$ cat src/rtl/brwc_pkg.sv
// Purpose: Constants and carrier types for the bus READY wait control block
// Assumes: 100 MHz system clock, bus reference clock is a copy of it
// Notes: Phase ranges follow the programmable bus cycle phase table
package brwc_pkg;
   // Wishbone register map
   localparam logic [3:0] ADR_CTRL = 4'h0;
   localparam logic [3:0] ADR_TIME = 4'h4;
   localparam logic [3:0] ADR_STAT = 4'h8;
   // Control register fields
   localparam int CTRL_POL_BIT = 0;
   localparam int CTRL_ASYNC_BIT = 1;
   localparam int CTRL_RDYEN_BIT = 2;
   localparam logic [31:0] CTRL_RESET = 32'h0000_0000;
   // Timing register fields
   localparam int TM_AB_LSB = 0;
   localparam int TM_C_LSB = 4;
   localparam int TM_D_LSB = 8;
   localparam int TM_E_LSB = 12;
   localparam int TM_F_LSB = 20;
   localparam logic [31:0] TIME_RESET = 32'h0000_0001;
   localparam logic [31:0] TIME_MASK = 32'h0031_F133;
   // Status register fields
   localparam int ST_BUSY_BIT = 0;
   localparam int ST_WAIT_LSB = 8;
   // Synchroniser depth of the asynchronous ready path
   localparam int ASYNC_LAT = 2;

   typedef enum logic [2:0] {
      BRWC_IDLE = 3'b000,
      BRWC_AB = 3'b001,
      BRWC_C = 3'b011,
      BRWC_D = 3'b010,
      BRWC_E = 3'b110,
      BRWC_F = 3'b111
   } brwc_state_t;

   typedef struct packed {
      logic [1:0] ab;
      logic [1:0] c;
      logic d;
      logic [4:0] e;
      logic [1:0] f;
   } brwc_phase_t;

   typedef struct packed {
      logic [23:0] addr;
      logic write;
      logic [15:0] wdata;
   } brwc_req_t;
endpackage

$ cat src/rtl/brwc_top.sv
// Purpose: Runs external bus cycles in five phases with READY-controlled access
// Assumes: Request inputs are synchronous to clk_i; ready_i may be asynchronous
// Notes: Configuration through classic Wishbone slave registers
`timescale 1ns/1ps
// Behaviour
// - Ready polarity is selectable by software
// - Asynchronous mode adds synchroniser stage, wait state
// - Inactive ready sample inserts one wait state
// - Active ready sample ends access phase
// - Sampling point differs by synchroniser latency
// - Read data captured on strobe rising edge
// - Late address change cannot disturb captured data
// - Every cycle runs five programmable phases
// - Only access phase extends via ready
module brwc_top (
   // Clock and reset
   input wire logic clk_i,
   input wire logic rst_i,
   // Wishbone slave
   input wire logic cyc_i,
   input wire logic stb_i,
   input wire logic we_i,
   input wire logic [3:0] adr_i,
   input wire logic [3:0] sel_i,
   input wire logic [31:0] dat_i,
   output logic [31:0] dat_o,
   output logic ack_o,
   // Bus cycle request
   input wire logic req_valid_i,
   input wire brwc_pkg::brwc_req_t req_i,
   output logic req_ready_o,
   output logic done_o,
   output logic [15:0] rdata_o,
   // External bus pins
   output logic bus_reference_clock_out_o,
   output logic cs_n_o,
   output logic rd_n_o,
   output logic wr_n_o,
   output logic [23:0] addr_o,
   output logic [15:0] data_o,
   output logic data_oe_o,
   input wire logic [15:0] data_i,
   input wire logic ready_i
);
   logic [31:0] ctrl_q, ctrl_d, time_q, time_d;
   logic ack_q, ack_d;
   logic [31:0] rd_q, rd_d;
   brwc_pkg::brwc_phase_t ph;
   brwc_pkg::brwc_state_t st_q, st_d;
   logic [4:0] cnt_q, cnt_d;
   logic [7:0] wcnt_q, wcnt_d;
   // Request held for the whole cycle so pins stay put
   brwc_pkg::brwc_req_t cur_q, cur_d;
   logic [15:0] rdata_q, rdata_d;
   logic done_q, done_d;
   logic sync1_q, sync2_q, rdy_sync_q;
   logic rdy_level, rdy_act, pol, async_m, rdy_en;
   logic cs_n_q, cs_n_d, rd_n_q, rd_n_d, wr_n_q, wr_n_d, oe_q, oe_d;

   assign ph = brwc_pkg::brwc_phase_t'({time_q[brwc_pkg::TM_AB_LSB +: 2],
      time_q[brwc_pkg::TM_C_LSB +: 2], time_q[brwc_pkg::TM_D_LSB],
      time_q[brwc_pkg::TM_E_LSB +: 5], time_q[brwc_pkg::TM_F_LSB +: 2]});
   assign pol = ctrl_q[brwc_pkg::CTRL_POL_BIT];
   assign async_m = ctrl_q[brwc_pkg::CTRL_ASYNC_BIT];
   assign rdy_en = ctrl_q[brwc_pkg::CTRL_RDYEN_BIT];

   // Register slave
   always_comb begin
      logic hit;
      hit = cyc_i && stb_i && !ack_q;
      ctrl_d = ctrl_q;
      time_d = time_q;
      rd_d = rd_q;
      ack_d = hit;
      if (hit && we_i && sel_i[0]) begin
         if (adr_i == brwc_pkg::ADR_CTRL) begin
            ctrl_d[7:0] = {5'h00, dat_i[2:0]};
         end
      end
      if (hit && we_i && adr_i == brwc_pkg::ADR_TIME) begin
         for (int b = 0; b < 4; b++) begin
            if (sel_i[b]) begin
               time_d[b*8 +: 8] = dat_i[b*8 +: 8] & brwc_pkg::TIME_MASK[b*8 +: 8];
            end
         end
      end
      if (hit && !we_i) begin
         unique case (adr_i)
            brwc_pkg::ADR_CTRL: rd_d = ctrl_q;
            brwc_pkg::ADR_TIME: rd_d = time_q;
            brwc_pkg::ADR_STAT: rd_d = {16'h0000, wcnt_q, 7'h00, st_q != brwc_pkg::BRWC_IDLE};
            default: rd_d = 32'h0000_0000;
         endcase
      end
   end

   always_ff @(posedge clk_i) begin
      if (rst_i) begin
         ctrl_q <= brwc_pkg::CTRL_RESET;
         time_q <= brwc_pkg::TIME_RESET;
         ack_q <= 1'b0;
         rd_q <= 32'h0000_0000;
      end else begin
         ctrl_q <= ctrl_d;
         time_q <= time_d;
         ack_q <= ack_d;
         rd_q <= rd_d;
      end
   end
   assign ack_o = ack_q;
   assign dat_o = rd_q;

   // Ready input path: sync stage only feeds the second stage
   always_ff @(posedge clk_i) begin
      if (rst_i) begin
         sync1_q <= 1'b0;
         sync2_q <= 1'b0;
         rdy_sync_q <= 1'b0;
      end else begin
         sync1_q <= ready_i;
         sync2_q <= sync1_q;
         rdy_sync_q <= ready_i;
      end
   end
   // Async path is one edge later than sync path
   assign rdy_level = async_m ? sync2_q : rdy_sync_q;
   assign rdy_act = rdy_level ~^ pol;

   // Bus cycle sequencer
   always_comb begin
      st_d = st_q;
      cnt_d = cnt_q;
      wcnt_d = wcnt_q;
      cur_d = cur_q;
      rdata_d = rdata_q;
      done_d = 1'b0;
      cs_n_d = cs_n_q;
      rd_n_d = rd_n_q;
      wr_n_d = wr_n_q;
      oe_d = oe_q;
      unique case (st_q)
         brwc_pkg::BRWC_IDLE: begin
            if (req_valid_i) begin
               cur_d = req_i;
               cnt_d = {3'h0, ph.ab};
               wcnt_d = 8'h00;
               cs_n_d = 1'b0;
               oe_d = req_i.write;
               st_d = brwc_pkg::BRWC_AB;
            end
         end
         brwc_pkg::BRWC_AB: begin
            if (cnt_q > 5'h01) begin
               cnt_d = cnt_q - 5'h01;
            end else begin
               cnt_d = {3'h0, ph.c};
               st_d = brwc_pkg::BRWC_C;
            end
         end
         brwc_pkg::BRWC_C: begin
            if (cnt_q != 5'h00) begin
               cnt_d = cnt_q - 5'h01;
            end else begin
               cnt_d = {4'h0, ph.d};
               st_d = brwc_pkg::BRWC_D;
            end
         end
         brwc_pkg::BRWC_D: begin
            if (cnt_q != 5'h00) begin
               cnt_d = cnt_q - 5'h01;
            end else begin
               cnt_d = ph.e;
               rd_n_d = cur_q.write;
               wr_n_d = !cur_q.write;
               st_d = brwc_pkg::BRWC_E;
            end
         end
         brwc_pkg::BRWC_E: begin
            // Zero field means 32 access cycles
            if (cnt_q != 5'h01) begin
               cnt_d = cnt_q - 5'h01;
            end else if (rdy_en && !rdy_act) begin
               wcnt_d = wcnt_q + 8'h01;
            end else begin
               if (!cur_q.write) begin
                  rdata_d = data_i;
               end
               rd_n_d = 1'b1;
               wr_n_d = 1'b1;
               cnt_d = {3'h0, ph.f};
               st_d = brwc_pkg::BRWC_F;
            end
         end
         brwc_pkg::BRWC_F: begin
            if (cnt_q != 5'h00) begin
               cnt_d = cnt_q - 5'h01;
            end else begin
               cs_n_d = 1'b1;
               oe_d = 1'b0;
               done_d = 1'b1;
               st_d = brwc_pkg::BRWC_IDLE;
            end
         end
         default: st_d = brwc_pkg::BRWC_IDLE;
      endcase
   end

   always_ff @(posedge clk_i) begin
      if (rst_i) begin
         st_q <= brwc_pkg::BRWC_IDLE;
         cnt_q <= 5'h00;
         wcnt_q <= 8'h00;
         cur_q <= '0;
         rdata_q <= 16'h0000;
         done_q <= 1'b0;
         cs_n_q <= 1'b1;
         rd_n_q <= 1'b1;
         wr_n_q <= 1'b1;
         oe_q <= 1'b0;
      end else begin
         st_q <= st_d;
         cnt_q <= cnt_d;
         wcnt_q <= wcnt_d;
         cur_q <= cur_d;
         rdata_q <= rdata_d;
         done_q <= done_d;
         cs_n_q <= cs_n_d;
         rd_n_q <= rd_n_d;
         wr_n_q <= wr_n_d;
         oe_q <= oe_d;
      end
   end

   assign req_ready_o = st_q == brwc_pkg::BRWC_IDLE;
   assign done_o = done_q;
   assign rdata_o = rdata_q;
   // Reference clock is the system clock itself
   assign bus_reference_clock_out_o = clk_i;
   assign cs_n_o = cs_n_q;
   assign rd_n_o = rd_n_q;
   assign wr_n_o = wr_n_q;
   assign addr_o = cur_q.addr;
   assign data_o = cur_q.wdata;
   assign data_oe_o = oe_q;
endmodule

$ cat config.mk
export PLATFORM = sky130hd
export DESIGN_NAME = brwc_top
export DESIGN_NICKNAME = d
export VERILOG_FILES = /design/src/rtl/brwc_pkg.sv /design/src/rtl/brwc_top.sv
export SDC_FILE = /design/constraint.sdc
export NUM_CORES = 1
export LEC_CHECK = 0
export BUFFER_PORTS_ARGS = -buffer_cell sky130_fd_sc_hd__buf_2
export CORE_UTILIZATION = 49
export DETAILED_ROUTE_END_ITERATION = 6
export GPL_TIMING_DRIVEN = 0
export PLACE_DENSITY = 0.86
export SYNTH_ARGS = -nofsm -noshare
export SYNTH_HDL_FRONTEND = slang
export SYNTH_SLANG_ARGS = --single-unit
$ cat constraint.sdc
create_clock -name clk_i -period 3.2 [get_ports clk_i]
set_clock_uncertainty 0.2 [all_clocks]
set_input_delay 0.16 -clock clk_i [delete_from_list [all_inputs] [get_ports clk_i]]
set_output_delay 0.16 -clock clk_i [all_outputs]
set_load 0.05 [all_outputs]
==> run summary <==
Status = completed
HP Class = input pin to register
Syn-to-layout area delta = 45.7%
GPL Wtd Cong = 0.894
Reg2reg start = ack_o$_SDFF_PP0_
Gr usage total = 30.8%
Final hold vios = 0
Met1 Use GR = 34.1%
Distinct cell type count after synthesis = 54
Chip Height = 104 um
Pre-CTS WS = 0.555 ns
First-pass DRT Iterations = 5
P_sw = 0.00201 W
Leading area contributor after synthesis = dfxtp_1
Reg area = 2240 sq um
Design Area, Final = 7420 sq um
VDD IR-drop max = 0.317 mV
Placed cell areas = 6120 sq um
Post-synth EDFFs = 0
RSZ-0062 raised after global routing = no
Final wirelength = 16.7 mm
DRT iter0 DRCs = 420
Vias = 5631
Fin worst setup slack = 0.160 ns
Yosys Warn Count = 0
Post-DP HPWL = 9.49 mm
Setup violators final = 0
Die ar. = 10800 sq um
M3 GR Usage = 5.58%
Final max-slew violation count = 0
Setup TNS Final = 0 ns
CP max FO = 10
# rows = 36
Reg2reg end = time_q[20]$_SDFFE_PP0P_
DR DRC count = 0
Slew headroom = 48.6%
CORE AREA = 9910 sq um
Power density cells = 641 nW/um^2
Clock slew at reported path FFs = 0.10 ns
Hold Slack = 0.0182 ns
Worst hold start = adr_i[2]
Initial antenna violation count = 0
Hold Path Stages = 4
Routed len/inst = 15.8 um
Global-route wire length before repair = 26.4 mm
Setup Buffers After CTS = 0
Fin crit share = 95.0%
Post-synth top area share = 44.0%
Seq cells post-synth = 112
Synth area leaders = dfxtp_1 44%, nand2_1 11%, buf_4 8.4%
Cell area after synthesis = 5090 sq um
WP data arrival = 3.27 ns
# nets final = 1027
R2R setup slack = 0.21 ns
Least-Margin Pin Slew = 0.769 ns
Clk_lat worst skew = 0.49 ns
CP Data Required Time = 3.43 ns
Util after Layout = 74.8%
Internal power = 0.00274 W
Gate Count Post-Synth = 623
Worst R2R Path Depth = 7
Met2 Usage GRT = 55.0%
WHS Endpoint = dat_o[0]$_SDFFE_PP0P_
Maxcap violations = 0
Via density = 5.33
Post-synthesis sequential area ratio = 44.0%
Die W = 104 um
Crit Path Class = input pin to register
Top Ports = 200
Max frequency = 329 MHz
TritonCTS clock tree = yes
P_leak = 3.30 nW
Synth Area per Inst = 8.17 sq um
Most used DFF post-synth = dfxtp_1
I/O Buffers = 162
Largest net degree at the start of global routing = 19
Async SR Flop Fraction = 0%
Net Sw Frac = 42.3%
Clk network pwr share = 21.9%
Worst setup SP type = input pin
Multi-input logic area = 2260 sq um
Vias in the first global route = 5458
Most Crowded Layer GR = met2
Fillers = 688
Seq pwr share = 34.6%
Combinational share of power = 43.5%
Antenna Nets Post-Route = 0
Layout cell share with drive strength beyond 1 = 28.4%
Total global routing overflow = 0
Crit. End Element = register
Fin crit period = 3.04 ns
Initial Util = 51.4%
layout by cell type (no fill, tap or decap), types with 10 or more instances in the layout:
cell type      count
dlygate4sd3_1    105
nor3_1            16
buf_2            167
nand2_1          145
a21oi_1           80
clkbuf_1          26
clkbuf_8          12
conb_1            16
nand3_1           23
dfxtp_1          112
nor2_1            31
buf_4             57
a22oi_1           10
sequential cells by signal, summed over array words and instances (netlist names):
register    count
addr_o         24
dat_o          16
data_o         16
rdata_o        16
time_q         12
wcnt_q          8
cnt_q           5
ctrl_q          3
st_q            3
ack_o           1
cs_n_o          1
cur_q           1
data_oe_o       1
done_o          1
rd_n_o          1
rdy_sync_q      1
sync2_q         1
wr_n_o          1
cell families after synthesis:
group | synth area share [%]
XOR/XNOR | 1.20
AND/OR/NAND/NOR | 23.7
buffers and inverters | 12.8
other | 0.0737
adder cells (fa/ha/maj) | 0.983
flip-flops | 44.0
multiplexers | 2.02
AO/OA/AOI/OAI | 15.2
worst max-delay path by stage:
stage	depth (start not counted)	slack, ns	end	startpoint
floorplan	7	0.21	wcnt_q[7]$_SDFFE_PP0P_	st_q[2]$_SDFFE_PP0P_
global placement	8	0.58	rdata_o[15]$_SDFFE_PP0P_	cnt_q[0]$_SDFFE_PP0P_
detailed placement	8	0.55	rdata_o[8]$_SDFFE_PP0P_	cnt_q[0]$_SDFFE_PP0P_
CTS	7	0.27	time_q[12]$_SDFFE_PP0P_	ack_o$_SDFF_PP0_
global route	8	0.09	time_q[20]$_SDFFE_PP0P_	adr_i[1]
finish	8	0.16	time_q[20]$_SDFFE_PP0P_	adr_i[1]
synth_stat cells (all sizes together), types with 5 or more instances:
master  count
buf        69
nand2     145
nor3       16
inv         8
clkbuf     26
dfxtp     112
mux2i       8
o21ai       5
a22oi      10
a21oi      81
nand2b      6
a221oi      7
nand3      23
xor2        6
nor2b       5
nand3b      5
nor2       32
or4         5
per-layer routing:
layer  part of all wire, %  wire, um
met4                   4.2       704
met1                    37      6250
met5                     0         0
met2                    51      8470
met3                   7.4      1240
area by class of cell:
cell class	count	share of cell area [%]
flip-flops and latches	112	30.2
diodes	1	0.0337
plain buffers	95	8.38
repair buffers	266	25.0
inverters	8	0.405
well taps	133	2.24
clock inverters	6	0.928
clock buffers	13	2.29
multi-input cells	423	30.4
worst max-delay path, cell delays in order:
cell,delay (ns)
buf_2,0.13
nor4b_2,0.71
nor3b_2,0.57
buf_2,0.31
nand3_1,0.10
dlygate4sd3_1,0.55
a21oi_1,0.16
dlygate4sd3_1,0.57
repair_timing:
action / 4_1_cts / 5_1_grt
hold buffers: 105 / 0
endpoints found under the hold margin: 95 / 0
gates resized for setup: 0 / 1
setup endpoints to repair: 0 / 9
power groups by stage:
stage	sequential [W]	clock [W]	combinational, W
floorplan	0.00171	0.0000674	0.00147
global placement	0.00167	0.0000764	0.00191
detailed placement	0.00167	0.0000764	0.00192
CTS	0.00164	0.00105	0.00202
global route	0.00167	0.00111	0.00222
finish	0.00165	0.00104	0.00207
metrics by stage:
step / power, W / instances
final: 0.00475 / 1057
after global placement: 0.00365 / 933
after floorplan: 0.00325 / 638
after detailed placement: 0.00367 / 933
after global routing: 0.00500 / 1056
after CTS: 0.00471 / 1056
(Power assumes the default switching activity.)
